File: config.mk
export PLATFORM = sky130hd
export DESIGN_NAME = timer_pwm_mode_control
export DESIGN_NICKNAME = d
export VERILOG_FILES = /design/src/verilog/timer_pkg.sv /design/src/verilog/timer_pwm_mode_control.sv
export SDC_FILE = /design/constraint.sdc
export NUM_CORES = 1
export LEC_CHECK = 0
export ABC_AREA = 1
export BUFFER_PORTS_ARGS = -buffer_cell sky130_fd_sc_hd__buf_2
export CORE_AREA = 2 2 109 132
export CTS_CLUSTER_DIAMETER = 100
export DETAILED_ROUTE_END_ITERATION = 8
export DIE_AREA = 0 0 111 134
export GPL_TIMING_DRIVEN = 0
export PLACE_DENSITY = 0.75
export SYNTH_ARGS = -nofsm -noshare
export SYNTH_HDL_FRONTEND = slang
export SYNTH_SLANG_ARGS = --single-unit
File: constraint.sdc
create_clock -name clk -period 3.2 [get_ports clk]
set_input_delay 0.32 -clock clk [delete_from_list [all_inputs] [get_ports clk]]
set_output_delay 0.32 -clock clk [all_outputs]
set_load 0.02 [all_outputs]
File: src/verilog/timer_pkg.sv
`default_nettype none
package timer_pkg;
  localparam int ADDR_W = 4;
  localparam int DATA_W = 8;
  localparam int CNT_W = 16;

  // Register offsets (byte index on the plain register port)
  localparam logic [3:0] OFF_CTL_ONE = 4'h0;
  localparam logic [3:0] OFF_CTL_TWO = 4'h1;
  localparam logic [3:0] OFF_STATUS = 4'h2;
  localparam logic [3:0] OFF_CAP1_HI = 4'h3;
  localparam logic [3:0] OFF_CAP1_LO = 4'h4;
  localparam logic [3:0] OFF_CMP1_HI = 4'h5;
  localparam logic [3:0] OFF_CMP1_LO = 4'h6;
  localparam logic [3:0] OFF_CMP2_HI = 4'h7;
  localparam logic [3:0] OFF_CMP2_LO = 4'h8;
  localparam logic [3:0] OFF_CNT_HI = 4'h9;
  localparam logic [3:0] OFF_CNT_LO = 4'ha;
  localparam logic [3:0] OFF_ALT_HI = 4'hb;
  localparam logic [3:0] OFF_ALT_LO = 4'hc;
  localparam logic [3:0] OFF_CAP2_HI = 4'hd;
  localparam logic [3:0] OFF_CAP2_LO = 4'he;

  // Control one bit positions
  localparam int C1_CAP_IE = 7;
  localparam int C1_CMP_IE = 6;
  localparam int C1_OVF_IE = 5;
  localparam int C1_FORCE2 = 4;
  localparam int C1_FORCE1 = 3;
  localparam int C1_LVL2 = 2;
  localparam int C1_EDGE1 = 1;
  localparam int C1_LVL1 = 0;
  // Control two bit positions
  localparam int C2_PIN_EN1 = 7;
  localparam int C2_PIN_EN2 = 6;
  localparam int C2_ONE_PULSE = 5;
  localparam int C2_PWM = 4;
  localparam int C2_CLK_HI = 3;
  localparam int C2_CLK_LO = 2;
  localparam int C2_EDGE2 = 1;
  localparam int C2_EXT_EDGE = 0;
  // Status bit positions
  localparam int ST_CAP1 = 7;
  localparam int ST_CMP1 = 6;
  localparam int ST_OVF = 5;
  localparam int ST_CAP2 = 4;
  localparam int ST_CMP2 = 3;

  localparam logic [7:0] CTL_ONE_RST = 8'h00;
  localparam logic [7:0] CTL_TWO_RST = 8'h00;
  localparam logic [15:0] CNT_RST = 16'hfffc;
  localparam logic [15:0] CNT_RELOAD = 16'hfffc;
  localparam logic [15:0] CAP_PULSE_VAL = 16'hfffd;
  localparam logic [15:0] CNT_TOP = 16'hffff;
  localparam logic [15:0] CMP_RST = 16'h8000;

  // Clock select codes
  localparam logic [1:0] CLK_DIV4 = 2'h0;
  localparam logic [1:0] CLK_DIV2 = 2'h1;
  localparam logic [1:0] CLK_DIV8 = 2'h2;
  localparam logic [1:0] CLK_EXT = 2'h3;

  typedef struct packed {
    logic [ADDR_W-1:0] addr;
    logic [DATA_W-1:0] wdata;
    logic wr;
    logic rd;
  } reg_req_type;

  typedef struct packed {
    logic s1;
    logic s2;
    logic s3;
  } sync_type;

  typedef struct packed {
    logic cap1;
    logic cmp1;
    logic ovf;
    logic cap2;
    logic cmp2;
  } flags_type;
endpackage : timer_pkg
`default_nettype wire

File: src/verilog/timer_pwm_mode_control.sv
// Functional notes
// In PWM mode a compare-two match reloads the counter with FFFCh.
// Software loads compare value as time times fCPU over prescaler minus 5.
// Equal match levels in PWM mode keep compare pin one constant.
// Writing a compare high byte inhibits that compare until low byte written.
// PWM mode never sets either compare match flag.
// PWM compare-two match sets capture flag one, interrupting if enabled.
// PWM mode ignores capture pin one; capture pin two still captures.
// One-pulse and PWM selects both set gives PWM mode only.
// Wait mode leaves timer running; enabled interrupts request wake.
// Halt freezes counter and registers; resumes from held count.
// Capture edge in halt arms; on wake flag sets, exit count captured.
// One shared interrupt, gated by enables and global mask; no halt exit.
// Capture interrupt enable raises interrupt on either capture flag.
// Compare interrupt enable raises interrupt on either compare flag.
// Overflow interrupt enable raises interrupt on overflow flag.
// Force bits copy match levels to enabled compare pins without compare.
// Level one drives pin one; level two drives pin two, or pin one.
// Capture edge selects: zero falling, one rising.
// Pin enables only route outputs; compare functions keep running.
// One-pulse: pin-one edge fires pulse; PWM: width cmp1, period cmp2.
// Clock select: 00 div4, 01 div2, 10 div8, 11 external.
// External edge select: zero falling, one rising.
// Flags clear after status read then access of matching low byte.
// Counter increments by one per tick, wrapping all-ones to zero.
//
// The address-and-strobe port and the register offsets were decided locally.
`timescale 1ns/1ps
`default_nettype none
module timer_pwm_mode_control (
  input wire logic clk,
  input wire logic nrst,
  input wire timer_pkg::reg_req_type bus_req,
  output logic [timer_pkg::DATA_W-1:0] rdata,
  input wire logic global_mask,
  input wire logic wait_mode,
  input wire logic halt_mode,
  input wire logic capture_pin_one,
  input wire logic capture_pin_two,
  input wire logic external_count_clock_pin,
  output logic compare_pin_one,
  output logic compare_pin_one_oe,
  output logic compare_pin_two,
  output logic compare_pin_two_oe,
  output logic timer_irq,
  output logic wake_request
);

  typedef struct packed {
    logic [7:0] ctl1;
    logic [7:0] ctl2;
    logic [15:0] cnt;
    logic [15:0] cmp1;
    logic [15:0] cmp2;
    logic [15:0] cap1;
    logic [15:0] cap2;
    timer_pkg::flags_type flags;
    timer_pkg::flags_type armed;
    logic inh1;
    logic inh2;
    logic out1;
    logic out2;
    logic [2:0] presc;
    timer_pkg::sync_type sy_cap1;
    timer_pkg::sync_type sy_cap2;
    timer_pkg::sync_type sy_ext;
    logic halt_d;
    logic halt_arm1;
    logic halt_arm2;
    logic [7:0] rdata;
    logic irq;
    logic wake;
  } state_type;

  state_type state_r;
  state_type state_nxt;

  logic pwm;
  logic one_pulse_select;
  logic tick;
  logic edge1;
  logic edge2;
  logic ext_edge;
  logic halt_exit;
  logic match1;
  logic match2;
  logic reload;
  logic clr_cap1;
  logic clr_cmp1;
  logic clr_ovf;
  logic clr_cap2;
  logic clr_cmp2;
  logic irq_src;
  logic acc;
  timer_pkg::flags_type set_ev;

  always_comb begin
    state_nxt = state_r;
    // Gather this cycle's set events; merged back before the clear
    state_nxt.flags = '0;
    acc = bus_req.wr | bus_req.rd;

    pwm = state_r.ctl2[timer_pkg::C2_PWM];
    one_pulse_select = state_r.ctl2[timer_pkg::C2_ONE_PULSE] & ~pwm;

    // Pin synchronisers; only stage two and three feed edge logic
    state_nxt.sy_cap1 = {capture_pin_one, state_r.sy_cap1.s1,
                         state_r.sy_cap1.s2};
    state_nxt.sy_cap2 = {capture_pin_two, state_r.sy_cap2.s1,
                         state_r.sy_cap2.s2};
    state_nxt.sy_ext = {external_count_clock_pin, state_r.sy_ext.s1,
                        state_r.sy_ext.s2};

    edge1 = state_r.ctl1[timer_pkg::C1_EDGE1] ?
            (state_r.sy_cap1.s2 & ~state_r.sy_cap1.s3) :
            (~state_r.sy_cap1.s2 & state_r.sy_cap1.s3);
    edge2 = state_r.ctl2[timer_pkg::C2_EDGE2] ?
            (state_r.sy_cap2.s2 & ~state_r.sy_cap2.s3) :
            (~state_r.sy_cap2.s2 & state_r.sy_cap2.s3);
    ext_edge = state_r.ctl2[timer_pkg::C2_EXT_EDGE] ?
               (state_r.sy_ext.s2 & ~state_r.sy_ext.s3) :
               (~state_r.sy_ext.s2 & state_r.sy_ext.s3);

    // Prescaler runs free so a select change takes effect at once
    state_nxt.presc = state_r.presc + 3'h1;
    unique case (state_r.ctl2[timer_pkg::C2_CLK_HI:timer_pkg::C2_CLK_LO])
      timer_pkg::CLK_DIV4: tick = &state_r.presc[1:0];
      timer_pkg::CLK_DIV2: tick = state_r.presc[0];
      timer_pkg::CLK_DIV8: tick = &state_r.presc;
      timer_pkg::CLK_EXT: tick = ext_edge;
    endcase
    if (halt_mode) begin
      tick = 1'b0;
    end

    state_nxt.halt_d = halt_mode;
    halt_exit = state_r.halt_d & ~halt_mode;

    match1 = tick & ~state_r.inh1 & (state_r.cnt == state_r.cmp1);
    match2 = tick & ~state_r.inh2 & (state_r.cnt == state_r.cmp2);
    reload = 1'b0;

    // Counter and compare paths
    if (tick) begin
      state_nxt.cnt = state_r.cnt + 16'h0001;
      if (state_r.cnt == timer_pkg::CNT_TOP) begin
        state_nxt.flags.ovf = 1'b1;
      end
    end

    if (pwm) begin
      // Compare flags stay untouched here, so no compare interrupt
      if (match1) begin
        state_nxt.out1 = state_r.ctl1[timer_pkg::C1_LVL1];
      end
      if (match2) begin
        reload = 1'b1;
        state_nxt.out1 = state_r.ctl1[timer_pkg::C1_LVL2];
        state_nxt.flags.cap1 = 1'b1;
      end
    end else if (one_pulse_select) begin
      if (match1) begin
        state_nxt.out1 = state_r.ctl1[timer_pkg::C1_LVL1];
      end
      if (match2) begin
        state_nxt.flags.cmp2 = 1'b1;
      end
      if (edge1 & ~halt_mode) begin
        reload = 1'b1;
        state_nxt.out1 = state_r.ctl1[timer_pkg::C1_LVL2];
        state_nxt.flags.cap1 = 1'b1;
        state_nxt.cap1 = timer_pkg::CAP_PULSE_VAL;
      end
    end else begin
      // Match logic runs whatever the pin enables say
      if (match1) begin
        state_nxt.flags.cmp1 = 1'b1;
        state_nxt.out1 = state_r.ctl1[timer_pkg::C1_LVL1];
      end
      if (match2) begin
        state_nxt.flags.cmp2 = 1'b1;
        state_nxt.out2 = state_r.ctl1[timer_pkg::C1_LVL2];
      end
      if (state_r.ctl1[timer_pkg::C1_FORCE1]
          & state_r.ctl2[timer_pkg::C2_PIN_EN1]) begin
        state_nxt.out1 = state_r.ctl1[timer_pkg::C1_LVL1];
      end
      if (state_r.ctl1[timer_pkg::C1_FORCE2]
          & state_r.ctl2[timer_pkg::C2_PIN_EN2]) begin
        state_nxt.out2 = state_r.ctl1[timer_pkg::C1_LVL2];
      end
      if (edge1 & ~halt_mode) begin
        state_nxt.flags.cap1 = 1'b1;
        state_nxt.cap1 = state_r.cnt;
      end
    end
    if (reload) begin
      state_nxt.cnt = timer_pkg::CNT_RELOAD;
    end

    // Capture two stays live in every mode
    if (edge2 & ~halt_mode) begin
      state_nxt.flags.cap2 = 1'b1;
      state_nxt.cap2 = state_r.cnt;
    end

    // Halt: edges only arm; flag and capture happen at wake-up
    if (halt_mode) begin
      if (edge1 & ~pwm & ~one_pulse_select) begin
        state_nxt.halt_arm1 = 1'b1;
      end
      if (edge2) begin
        state_nxt.halt_arm2 = 1'b1;
      end
    end
    if (halt_exit) begin
      state_nxt.halt_arm1 = 1'b0;
      state_nxt.halt_arm2 = 1'b0;
      if (state_r.halt_arm1) begin
        state_nxt.flags.cap1 = 1'b1;
        state_nxt.cap1 = state_r.cnt;
      end
      if (state_r.halt_arm2) begin
        state_nxt.flags.cap2 = 1'b1;
        state_nxt.cap2 = state_r.cnt;
      end
    end

    // Two-step flag clear; a flag set in the same cycle survives
    clr_cap1 = acc & (bus_req.addr == timer_pkg::OFF_CAP1_LO)
               & state_r.armed.cap1;
    clr_cmp1 = acc & (bus_req.addr == timer_pkg::OFF_CMP1_LO)
               & state_r.armed.cmp1;
    clr_ovf = acc & (bus_req.addr == timer_pkg::OFF_CNT_LO)
              & state_r.armed.ovf;
    clr_cap2 = acc & (bus_req.addr == timer_pkg::OFF_CAP2_LO)
               & state_r.armed.cap2;
    clr_cmp2 = acc & (bus_req.addr == timer_pkg::OFF_CMP2_LO)
               & state_r.armed.cmp2;
    // A repeat event on an already set flag must also beat the clear
    set_ev = state_nxt.flags;
    state_nxt.flags = state_r.flags | set_ev;
    if (clr_cap1 & ~set_ev.cap1) begin
      state_nxt.flags.cap1 = 1'b0;
      state_nxt.armed.cap1 = 1'b0;
    end
    if (clr_cmp1 & ~set_ev.cmp1) begin
      state_nxt.flags.cmp1 = 1'b0;
      state_nxt.armed.cmp1 = 1'b0;
    end
    if (clr_ovf & ~set_ev.ovf) begin
      state_nxt.flags.ovf = 1'b0;
      state_nxt.armed.ovf = 1'b0;
    end
    if (clr_cap2 & ~set_ev.cap2) begin
      state_nxt.flags.cap2 = 1'b0;
      state_nxt.armed.cap2 = 1'b0;
    end
    if (clr_cmp2 & ~set_ev.cmp2) begin
      state_nxt.flags.cmp2 = 1'b0;
      state_nxt.armed.cmp2 = 1'b0;
    end

    // Register writes; halt freezes the register file
    if (bus_req.wr & ~halt_mode) begin
      unique case (bus_req.addr)
        timer_pkg::OFF_CTL_ONE: state_nxt.ctl1 = bus_req.wdata;
        timer_pkg::OFF_CTL_TWO: state_nxt.ctl2 = bus_req.wdata;
        timer_pkg::OFF_CMP1_HI: begin
          state_nxt.cmp1[15:8] = bus_req.wdata;
          state_nxt.inh1 = 1'b1;
        end
        timer_pkg::OFF_CMP1_LO: begin
          state_nxt.cmp1[7:0] = bus_req.wdata;
          state_nxt.inh1 = 1'b0;
        end
        timer_pkg::OFF_CMP2_HI: begin
          state_nxt.cmp2[15:8] = bus_req.wdata;
          state_nxt.inh2 = 1'b1;
        end
        timer_pkg::OFF_CMP2_LO: begin
          state_nxt.cmp2[7:0] = bus_req.wdata;
          state_nxt.inh2 = 1'b0;
        end
        timer_pkg::OFF_CNT_LO, timer_pkg::OFF_ALT_LO: begin
          state_nxt.cnt = timer_pkg::CNT_RST;
        end
        default: ;
      endcase
    end

    // Read data valid in the cycle after the strobe only
    state_nxt.rdata = 8'h00;
    if (bus_req.rd) begin
      unique case (bus_req.addr)
        timer_pkg::OFF_CTL_ONE: state_nxt.rdata = state_r.ctl1;
        timer_pkg::OFF_CTL_TWO: state_nxt.rdata = state_r.ctl2;
        timer_pkg::OFF_STATUS: begin
          state_nxt.rdata = {state_r.flags, 3'h0};
          state_nxt.armed = state_nxt.armed | state_r.flags;
        end
        timer_pkg::OFF_CAP1_HI: state_nxt.rdata = state_r.cap1[15:8];
        timer_pkg::OFF_CAP1_LO: state_nxt.rdata = state_r.cap1[7:0];
        timer_pkg::OFF_CMP1_HI: state_nxt.rdata = state_r.cmp1[15:8];
        timer_pkg::OFF_CMP1_LO: state_nxt.rdata = state_r.cmp1[7:0];
        timer_pkg::OFF_CMP2_HI: state_nxt.rdata = state_r.cmp2[15:8];
        timer_pkg::OFF_CMP2_LO: state_nxt.rdata = state_r.cmp2[7:0];
        timer_pkg::OFF_CNT_HI, timer_pkg::OFF_ALT_HI: begin
          state_nxt.rdata = state_r.cnt[15:8];
        end
        timer_pkg::OFF_CNT_LO, timer_pkg::OFF_ALT_LO: begin
          state_nxt.rdata = state_r.cnt[7:0];
        end
        timer_pkg::OFF_CAP2_HI: state_nxt.rdata = state_r.cap2[15:8];
        timer_pkg::OFF_CAP2_LO: state_nxt.rdata = state_r.cap2[7:0];
        default: state_nxt.rdata = 8'h00;
      endcase
    end

    // One shared request, gated by enables and the global mask
    irq_src = (state_r.ctl1[timer_pkg::C1_CAP_IE] &
               (state_r.flags.cap1 | state_r.flags.cap2))
            | (state_r.ctl1[timer_pkg::C1_CMP_IE] &
               (state_r.flags.cmp1 | state_r.flags.cmp2))
            | (state_r.ctl1[timer_pkg::C1_OVF_IE] &
               state_r.flags.ovf);
    state_nxt.irq = irq_src & ~global_mask;
    // Wake only from wait; halt never exits on a timer event
    state_nxt.wake = irq_src & ~global_mask & wait_mode
                     & ~halt_mode;
  end

  always_ff @(posedge clk) begin
    if (!nrst) begin
      state_r <= '0;
      state_r.ctl1 <= timer_pkg::CTL_ONE_RST;
      state_r.ctl2 <= timer_pkg::CTL_TWO_RST;
      state_r.cnt <= timer_pkg::CNT_RST;
      state_r.cmp1 <= timer_pkg::CMP_RST;
      state_r.cmp2 <= timer_pkg::CMP_RST;
    end else begin
      state_r <= state_nxt;
    end
  end

  assign rdata = state_r.rdata;
  assign timer_irq = state_r.irq;
  assign wake_request = state_r.wake;
  assign compare_pin_one = state_r.out1;
  assign compare_pin_two = state_r.out2;
  // Enables only route the pin; the match logic never looks at them
  assign compare_pin_one_oe = state_r.ctl2[timer_pkg::C2_PIN_EN1];
  assign compare_pin_two_oe = state_r.ctl2[timer_pkg::C2_PIN_EN2];

endmodule : timer_pwm_mode_control
`default_nettype wire
==> results of run 1 <==
==> layout make-up <==
cell class | instances | share of cell area (%)
buffer | 39 | 2.86
inverter | 141 | 7.01
clock buffer | 18 | 5.73
multi-input combinational | 623 | 42.5
tap | 171 | 2.79
sequential | 135 | 35.3
clock inverter | 11 | 1.65
timing repair buffer | 34 | 2.22
==> critical path, stage by stage (launching register included) <==
cell and delay [ns]:
dfxtp_1 0.52, inv_1 0.27, nand2_1 0.14, nand2_1 0.06, nor2_1 0.08, nand2_1 0.09, nor2_1 0.14, nand2_1 0.16
o21bai_2 0.21, nand3_1 0.11, nand2_1 0.07, nand2_1 0.05, nand2_1 0.06, a21oi_2 0.05
==> sequential cells by signal (all words and copies together), names as in the netlist <==
register and flops:
compare_pin_one 1, compare_pin_two 1, compare_pin_two_oe 1, wake_request 1
pwm 1, compare_pin_one_oe 1, state_r 114, rdata 8
timer_irq 1, state_nxt 6
==> power groups by stage <==
stage | logic, mW | registers [mW] | clock network, mW
2_1_floorplan | 0.163 | 1.78 | 0
3_3_place_gp | 0.249 | 1.78 | 0
3_5_place_dp | 0.251 | 1.78 | 0
4_1_cts | 0.253 | 1.75 | 1.92
5_1_grt | 0.283 | 1.75 | 2.00
6_report | 0.259 | 1.75 | 1.92
==> worst max-delay path by stage <==
| stage | from | end | slack (ns) | depth (start not counted) |
|---|---|---|---|---|
| 2_1_floorplan | state_r[22] | state_r[116] | 1.45 | 13 |
| 3_3_place_gp | halt_mode | state_r[131] | 1.13 | 8 |
| 3_5_place_dp | halt_mode | state_r[131] | 1.14 | 8 |
| 4_1_cts | state_r[22] | compare_pin_two | 1.13 | 13 |
| 5_1_grt | state_r[22] | compare_pin_two | 0.97 | 13 |
| 6_report | state_r[116] | compare_pin_one | 1.05 | 13 |
==> cell usage in the layout, fill, tap and decap left out, drive strengths merged, types with 5 or more instances in the layout <==
cell type	count
nand2	207
inv	141
dfxtp	135
a21oi	95
o21ai	93
nor2	84
buf	55
nand3	36
clkbuf	36
o22ai	20
nand4	16
a221oi	12
nor3	12
clkinv	8
xnor2	6
a211oi	5
a31oi	5
o211ai	5
==> logic make-up after synthesis <==
| kind of cell | after synthesis | share of synthesized area (%) |
|---|---|---|
| AOI/OAI and AO/OA | 248 | 21.4 |
| DFF | 135 | 40.3 |
| buffers and inverters | 180 | 11.3 |
| xor gates and xnor gates | 10 | 1.30 |
| adders and majority gates | 3 | 0.559 |
| and+or+nand+nor | 362 | 25.2 |
==> through the flow <==
step	std cells	hold slack [ns]	power (mW)	setup slack, ns
after floorplan	938	0.390	1.94	1.45
after global placement	1143	0.408	2.03	1.13
after detailed placement	1143	0.405	2.04	1.14
after CTS	1172	0.0575	3.92	1.13
after global routing	1172	0.0714	4.03	0.969
final	1172	0.0674	3.93	1.05
==> routing by layer <==
| layer | vias to the layer above | routed length, um | share of wire (%) |
|---|---|---|---|
| li1 | 3191 | - | - |
| met2 | 400 | 10200 | 46 |
| met5 | - | 0 | 0 |
| met1 | 3059 | 8440 | 38 |
| met3 | 89 | 2200 | 9.9 |
| met4 | 0 | 1390 | 6.2 |
==> flow_summary.yaml, run 1 <==
placement:
  portBuffers: 34
  dp_hpwl_mm: 16.6
  post_dp_cell_area_sq_mm: 0.00710
  gp_congestion: 1.05
synth:
  syn_area_sq_mm: 0.00671
  synth_largest_area_cell: "dfxtp_1"
  synth.area.top_cells: "dfxtp_1 40%, nand2_1 11%, a21oi_1 6.9%, o21ai_0 6.6%, inv_1 6.5%"
  ys_types: 51
  ys_ff_latch: 135
  synthTopCellsByCount: "199 x nand2_1, 135 x dfxtp_1, 117 x inv_1"
  syn_area_per_cell_sq_um: 7.16
  synth_flop_cell: "dfxtp_1"
  synthCells: 938
  synthArstFlopShare_pct: 0
  yosys_warnings: 0
  yosysSeqAreaShare_pct: 40.3
  synth_top_cell_area_share_pct: 40.3
  synth_nets: 963
  synth_edf_count: 0
  yosys.cell_count.top_type: "nand2_1"
sta:
  period_needed_ns: 2.15
  finalSetupTns_ns: 0
  setup_violations: 0
  worstMarginPinSlew_ns: 0.752
  finalClockSkew_ns: 0.00789
  timing.slew.headroom_pct: 49.9
  rsz0062_at_grt: "no"
  slew_violations: 0
  hold_violations: 0
  fmax_mhz: 466
  fin_crit_sh_pct: 67.1
clocking:
  cts_max_path_buffers: 2
  path_clk_slew_ns: 0.06
  cts_tree: "yes"
  hold_buffers: 0
  postCtsResizedCells: 0
  clock_tree.root_cell: "clkbuf_16"
  htree_levels: 4
  cts_setup_buffers: 0
  clkLatencyLatePin_ns: 0.43
  cts.sinks: 135
  numCtsBuffers: 17
power_and_ir_drop:
  clockPowerShare_pct: 48.9
  p_seq_share_pct: 44.5
  p_leak_nw: 3.45
  peakVddDrop_v: 0.000395
  p_sw_share_pct: 24.7
  power_density_mw_per_mm2: 513
  p_comb_share_pct: 6.6
  p_int_mw: 2.96
  p_switching_mw: 0.972
critical_path:
  r2r-start: "state_r[116]"
  critPathKind: "flip-flop to flip-flop"
  reg2reg_slack_ns: 1.05
  path_max_fanout: 6
  required_ns: 3.49
  cp.arrival_ns: 2.44
  crit_path_end_kind: "flip-flop"
  cp-start-kind: "flip-flop"
  reg2reg_depth: 13
  worstReg2RegEnd: "compare_pin_one"
finish:
  fin_util_pct: 56.4
  fin_area_sq_mm: 0.00766
  n_fill_cell: 1303
  diodes: 0
  final_nets: 1016
  area_growth_pct: 14.1
  drive_above_1_share_pct: 15.4
  register_area_sq_mm: 0.00270
  multi_input_area_sq_mm: 0.00325
grt:
  grt_pass1_wl_mm: 34.0
  grt_usage_pct: 30.3
  grt.met3_usage_pct: 5.87
  globalRouteOverflowTotal: 0
  antenna_found_initial: 0
  grt.met2_usage_pct: 48.8
  grt_max_degree: 17
  gr-max-usage-layer: "met2"
  grt_pass1_vias: 6234
  met1_usage_pct: 37.1
floorplanning:
  dieArea_sq_mm: 0.0149
  coreArea_sq_mm: 0.0136
  chipHeight_um: 134
  pin_count: 36
  start_util_pct: 49.4
  fp-row-count: 47
  fp.dieW_um: 111
min_path:
  hp-class: "input port to flip-flop"
  hp-start: "external_count_clock_pin"
  hold_path_end: "state_nxt[14]"
  min_path_cells: 3
detailed_routing:
  drc: 0
  avgRoutedWirePerCell_um: 19.0
  wirelength_mm: 22.3
  ant_nets: 0
  vias: 6739
  drt_iter0_markers: 774
  viasPerCell: 5.75
  drtPass1Iterations: 6
job:
  max_cap_violations: 0
status:
  status: "finished clean"
No activity file was read; power rests on OpenSTA's default activity.
==> run 2, diff against run 1 <==
--- a/config.mk
+++ b/config.mk
@@ -5,14 +5,14 @@
 export SDC_FILE = /design/constraint.sdc
 export NUM_CORES = 1
 export LEC_CHECK = 0
-export ABC_AREA = 1
+export ABC_AREA = 0
 export BUFFER_PORTS_ARGS = -buffer_cell sky130_fd_sc_hd__buf_2
-export CORE_AREA = 2 2 109 132
+export CORE_AREA = 2 2 107 130
 export CTS_CLUSTER_DIAMETER = 100
 export DETAILED_ROUTE_END_ITERATION = 8
-export DIE_AREA = 0 0 111 134
+export DIE_AREA = 0 0 109 132
 export GPL_TIMING_DRIVEN = 0
-export PLACE_DENSITY = 0.75
+export PLACE_DENSITY = 0.74
 export SYNTH_ARGS = -nofsm -noshare
 export SYNTH_HDL_FRONTEND = slang
 export SYNTH_SLANG_ARGS = --single-unit
==> constraint.sdc (replaced) <==
create_clock -name clk -period 2 [get_ports clk]
set_input_delay 0.2 -clock clk [delete_from_list [all_inputs] [get_ports clk]]
set_output_delay 0.2 -clock clk [all_outputs]
set_load 0.02 [all_outputs]
==> run 2 against run 1 <==
The flow now finishes with violations (setup timing). Register-to-register slack lost 1.2 ns. Synthesized cell count shrank 22%. Synthesized area shrank 4.4%. Hold slack lost 0.0067 ns. Count of clock-buffer cells in the layout grew 2. Die area shrank 3.3%. Total power grew 65%. Core utilization grew 3.3 points. Fmax grew 2.1%. Global-route usage is essentially flat. Flip-flop and latch count is the same. Critical path depth shrank 5. Highest routed layer unchanged.
==> flow_summary.yaml, run 2 <==
status:
  status: "complete, but fails checks"
  violations: "setup timing"
detailed_routing:
  drc: 0
  viasPerCell: 5.87
  wirelength_mm: 21.4
  drtPass1Iterations: 6
  ant_nets: 0
  drt_iter0_markers: 584
  avgRoutedWirePerCell_um: 21.8
  vias: 5757
sta:
  fin_crit_sh_pct: 105
  finalClockSkew_ns: 0.00768
  whs_ns: 0.0607
  period_needed_ns: 2.10
  rsz0062_at_grt: "yes"
  finalSetupTns_ns: -0.101
  slew_violations: 0
  timing.slew.headroom_pct: 34.3
  hold_violations: 0
  fmax_mhz: 476
  setup_ws_ns: -0.101
  setup_violations: 1
  worstMarginPinSlew_ns: 0.976
finish:
  top_register: "state_r"
  diodes: 0
  largest_reg_flops: 114
  area_growth_pct: 21.6
  final_nets: 825
  final_cell_mix: "121 x dfxtp_1, 78 x nand2_1, 76 x nor2_1"
  final_common_cell: "dfxtp_1"
  drive_above_1_share_pct: 19.2
critical_path:
  cp_slowest_cell: "or3_4"
  max_stage_delay_ns: 0.41
  crit_buf_inv: 1
  critPathKind: "flip-flop to flip-flop"
  critPathTopFamily: "simple AND/OR/NAND/NOR gates"
  cp.arrival_ns: 2.45
  required_ns: 2.35
  cp_cell_sequence: "buf_6 -> xnor2_1 -> nand4_1 -> or3_4 -> nor3_4 -> mux2i_1 -> a211o_1 -> a31oi_1"
  path_max_fanout: 8
  crit_path_end_kind: "flip-flop"
  cp-start-kind: "flip-flop"
grt:
  grt_usage_pct: 30.4
  grt_pass1_vias: 5380
  globalRouteOverflowTotal: 0
  grt_max_degree: 17
  antenna_found_initial: 0
  grt_pass1_wl_mm: 31.9
synth:
  yosys.cell_count.top_type: "dfxtp_1"
  synthCells: 730
  ys_types: 62
  yosysSeqAreaShare_pct: 42.1
  syn_area_sq_mm: 0.00641
  synth.area.top_cells: "dfxtp_1 42%, mux2i_1 11%, nand2_1 4.7%, xor2_1 4.6%, nor2_1 4.4%"
  synth_top_cell_area_share_pct: 42.1
  synth_nets: 755
  synth_largest_area_cell: "dfxtp_1"
  yosys_warnings: 0
  synth_flop_cell: "dfxtp_1"
  synth_edf_count: 0
  syn_area_per_cell_sq_um: 8.79
  ys_ff_latch: 135
  synthTopCellsByCount: "135 x dfxtp_1, 80 x nand2_1, 76 x nor2_1"
  synthArstFlopShare_pct: 0
placement:
  gp_congestion: 0.989
  dp_hpwl_mm: 15.2
  portBuffers: 35
floorplanning:
  pin_count: 36
  chipHeight_um: 132
  coreArea_sq_mm: 0.0131
  start_util_pct: 49.1
  fp-row-count: 46
  dieArea_sq_mm: 0.0144
  fp.dieW_um: 109
clocking:
  clock_tree.root_cell: "clkbuf_16"
  cts_max_path_buffers: 2
  htree_levels: 4
  cts.sinks: 135
  path_clk_slew_ns: 0.06
  cts_tree: "yes"
  clkLatencyLatePin_ns: 0.43
  numCtsBuffers: 17
min_path:
  hp-class: "input port to flip-flop"
job:
  max_cap_violations: 0
power_and_ir_drop:
  power_density_mw_per_mm2: 830
  p_leak_nw: 3.01
  peakVddDrop_v: 0.000751
run 2: worst register-to-register path, stage by stage, from the launching register on:
cell	delay, ns
dfxtp_1	0.32
buf_6	0.16
xnor2_1	0.15
nand4_1	0.12
or3_4	0.41
nor3_4	0.23
mux2i_1	0.13
a211o_1	0.31
a31oi_1	0.19
run 2: path summary, 6_finish.rpt:
kind | depth (start not counted) | end | startpoint | slack [ns]
max reg2reg | 8 | compare_pin_one | state_r[105] | -0.10
min | 3 | state_r[98] | bus_req[5] | 0.06
max | 8 | compare_pin_one | state_r[105] | -0.10
min reg2reg | 1 | state_nxt[16] | state_nxt[17] | 0.43
run 2: cells by family (layout without fill, tap and decap cells):
family	Yosys count	count (layout)	share of synthesized area (%)
and+or+nand+nor	265	265	19.6
DFF	135	135	42.1
AOI/OAI and AO/OA	134	134	14.0
muxes	76	76	12.1
buffers and inverters	71	154	5.17
xor gates and xnor gates	46	46	6.40
adders and majority gates	3	3	0.585
run 2: where the power goes:
| group | total, mW | leakage (nW) | switching (mW) | internal [mW] |
|---|---|---|---|---|
| Combinational | 0.424 | 1.61 | 0.272 | 0.153 |
| Sequential | 2.76 | 1.09 | 0.0349 | 2.73 |
| Clock | 3.28 | 0.306 | 1.24 | 2.05 |
| Total | 6.47 | 3.01 | 1.54 | 4.93 |
run 2: what timing repair did:
item,CTS,global route
hold endpoints to repair,5,0
gates cloned,0,1
hold buffers,5,0
resized for setup,33,31
setup buffers,9,12
setup endpoints to repair,47,50
pin swaps,8,12
run 2: area by class of cell:
| type | instances | area (sq um) |
|---|---|---|
| timing repair buffer | 62 | 410 |
| clock buffer | 20 | 457 |
| sequential | 135 | 2730 |
| tap | 168 | 210 |
| buffer | 53 | 300 |
| fill | 1135 | 5260 |
| clock inverter | 12 | 165 |
| inverter | 7 | 26.3 |
| multi-input combinational | 524 | 3500 |
run 2: per-stage QoR:
step | utilization, % | cells | total power, mW | area (sq um) | setup slack, ns
after floorplan | - | 730 | 3.04 | 6410 | 0.0978
after global placement | 52.0 | 933 | 3.19 | 6800 | -0.544
after detailed placement | 52.0 | 933 | 3.19 | 6800 | -0.571
after CTS | 58.1 | 970 | 6.46 | 7590 | 0.000751
after global routing | 59.7 | 981 | 6.65 | 7800 | -0.158
final | 59.7 | 981 | 6.47 | 7800 | -0.101
run 2: per-layer routing:
| metal | vias up | share of wire [%] | track usage [%] | routed length [um] |
|---|---|---|---|---|
| met5 | - | 0 | 0 | 0 |
| li1 | 2689 | - | - | - |
| met1 | 2698 | 39 | 38.5 | 8420 |
| met4 | 0 | 4.4 | 14.8 | 949 |
| met3 | 61 | 8.5 | 7.27 | 1830 |
| met2 | 309 | 48 | 47.9 | 10200 |
==> run 3, diff against run 2 <==
--- a/config.mk
+++ b/config.mk
@@ -6,13 +6,14 @@
 export NUM_CORES = 1
 export LEC_CHECK = 0
 export ABC_AREA = 0
+export ABC_CLOCK_PERIOD_IN_PS = 2000
 export BUFFER_PORTS_ARGS = -buffer_cell sky130_fd_sc_hd__buf_2
-export CORE_AREA = 2 2 107 130
+export CORE_AREA = 4 4 109 132
 export CTS_CLUSTER_DIAMETER = 100
 export DETAILED_ROUTE_END_ITERATION = 8
-export DIE_AREA = 0 0 109 132
+export DIE_AREA = 0 0 113 136
 export GPL_TIMING_DRIVEN = 0
-export PLACE_DENSITY = 0.74
+export PLACE_DENSITY = 0.73
 export SYNTH_ARGS = -nofsm -noshare
 export SYNTH_HDL_FRONTEND = slang
 export SYNTH_SLANG_ARGS = --single-unit
==> run 3 against run 2 <==
The flow still finishes with violations (setup timing). Hold slack lost 0.0058 ns. Core utilization is 0.14 points higher. Critical path depth increased by 3. Die area is 6.8% higher. Final cell count grew 0.31%. Combinational power increased by 2%. Design area increased by 0.24%. Non-clock buffer count rose by 3. Critical path type unchanged. Critical endpoint is now state_r[110]. Largest power group unchanged. Highest routed layer unchanged.
==> flow_summary.yaml, run 3 (same netlist as run 2, synthesis figures left out) <==
clocking:
  cts_max_path_buffers: 2
  numCtsBuffers: 17
  path_clk_slew_ns: 0.06
  clkLatencyLatePin_ns: 0.43
  cts.sinks: 135
  htree_levels: 4
  clock_tree.root_cell: "clkbuf_16"
  cts_tree: "yes"
critical_path:
  cp_slowest_cell: "dfxtp_4"
  cp_cell_sequence: "ha_4 -> ha_4 -> mux2i_2 -> a21oi_2 -> nand2_4 -> buf_12 -> nor3_4 -> buf_6 -> a21oi_4 -> buf_6 -> nand2_1"
  required_ns: 2.30
  cp.arrival_ns: 2.37
  critPathTopFamily: "buffers and inverters"
  max_stage_delay_ns: 0.36
  crit_buf_inv: 3
  crit_path_end_kind: "flip-flop"
  path_max_fanout: 6
  cp-start-kind: "flip-flop"
  critPathKind: "flip-flop to flip-flop"
sta:
  setup_ws_ns: -0.0725
  worstMarginPinSlew_ns: 0.940
  setup_violations: 13
  slew_violations: 0
  fin_crit_sh_pct: 104
  finalClockSkew_ns: 0.0143
  fmax_mhz: 483
  rsz0062_at_grt: "yes"
  hold_violations: 0
  period_needed_ns: 2.07
  finalSetupTns_ns: -0.583
  whs_ns: 0.0548
  timing.slew.headroom_pct: 36.7
grt:
  grt.met3_usage_pct: 5.03
  grt_max_degree: 17
  grt_usage_pct: 29.3
  globalRouteOverflowTotal: 0
  gr-max-usage-layer: "met2"
  antenna_found_initial: 0
  grt_pass1_vias: 5767
  grt.met2_usage_pct: 48.5
  met1_usage_pct: 36.9
  grt_pass1_wl_mm: 33.7
power_and_ir_drop:
  power_density_mw_per_mm2: 788
  p_int_mw: 4.60
  p_leak_nw: 2.99
  clockPowerShare_pct: 48.2
  p_comb_share_pct: 7.0
  p_total_mw: 6.16
  p_sw_share_pct: 25.3
  peakVddDrop_v: 0.000652
  p_seq_share_pct: 44.8
  p_switching_mw: 1.56
detailed_routing:
  drt_iter0_markers: 646
  avgRoutedWirePerCell_um: 23.0
  ant_nets: 0
  vias: 5956
  viasPerCell: 6.05
  drc: 0
  drtPass1Iterations: 7
  wirelength_mm: 22.6
placement:
  dpl.cell_count: 933
  gp_congestion: 1.03
  dp_slack_ns: -0.472
  dp_hpwl_mm: 16.3
  post_dp_cell_area_sq_mm: 0.00680
  portBuffers: 35
finish:
  fin_area_sq_mm: 0.00782
  largest_reg_flops: 114
  n_fill_cell: 1126
  top_register: "state_r"
  final_common_cell: "dfxtp_1"
  diodes: 0
  area_growth_pct: 21.9
  final_nets: 828
  drive_above_1_share_pct: 20.5
  fin_util_pct: 59.9
  final_cell_mix: "121 x dfxtp_1, 75 x nand2_1, 75 x nor2_1"
  finalNonFillerCells: 984
floorplanning:
  fp.dieW_um: 113
  pin_count: 36
  start_util_pct: 49.1
  fp-row-count: 46
  coreArea_sq_mm: 0.0131
  chipHeight_um: 136
  dieArea_sq_mm: 0.0154
status:
  violations: "setup timing"
  status: "complete, but fails checks"
min_path:
  hp-class: "input port to flip-flop"
job:
  max_cap_violations: 0
## run 3: what timing repair did
item	4_1_cts	5_1_grt
resized for setup	40	44
cloned	0	1
pin swaps	13	15
endpoints found under the setup margin	47	52
buffers inserted	9	14
endpoints found under the hold margin	4	0
hold buffers	4	0
## run 3: final timing paths
check | start | to | slack (ns) | cells past startpoint
setup reg to reg | state_r[22] | state_r[110] | -0.07 | 11
setup / recovery | state_r[22] | state_r[110] | -0.07 | 11
hold reg to reg | state_nxt[20] | state_nxt[19] | 0.44 | 1
hold / removal | wait_mode | wake_request | 0.05 | 2
## run 3: final cells by class
type	instances	area, sq um	share of cell area, %
well taps	168	210	2.69
inverters	7	26.3	0.336
plain buffers	55	324	4.14
repair buffers	63	430	5.50
clock buffers	19	433	5.54
clock inverters	13	123	1.57
multi-input cells	524	3540	45.3
flip-flops and latches	135	2730	34.9
## run 3: power groups by stage
stage / logic [mW] / clock network (mW) / registers (mW)
2_1_floorplan: 0.234 / 0 / 2.81
3_3_place_gp: 0.372 / 0 / 2.82
3_5_place_dp: 0.374 / 0 / 2.82
4_1_cts: 0.399 / 3.01 / 2.76
5_1_grt: 0.461 / 3.12 / 2.76
6_report: 0.432 / 2.97 / 2.76
## run 3: layer usage
metal,vias up,part of all wire [%]
met2,315,47
li1,2687,-
met5,-,0
met1,2864,40
met3,90,8.1
met4,0,5.5
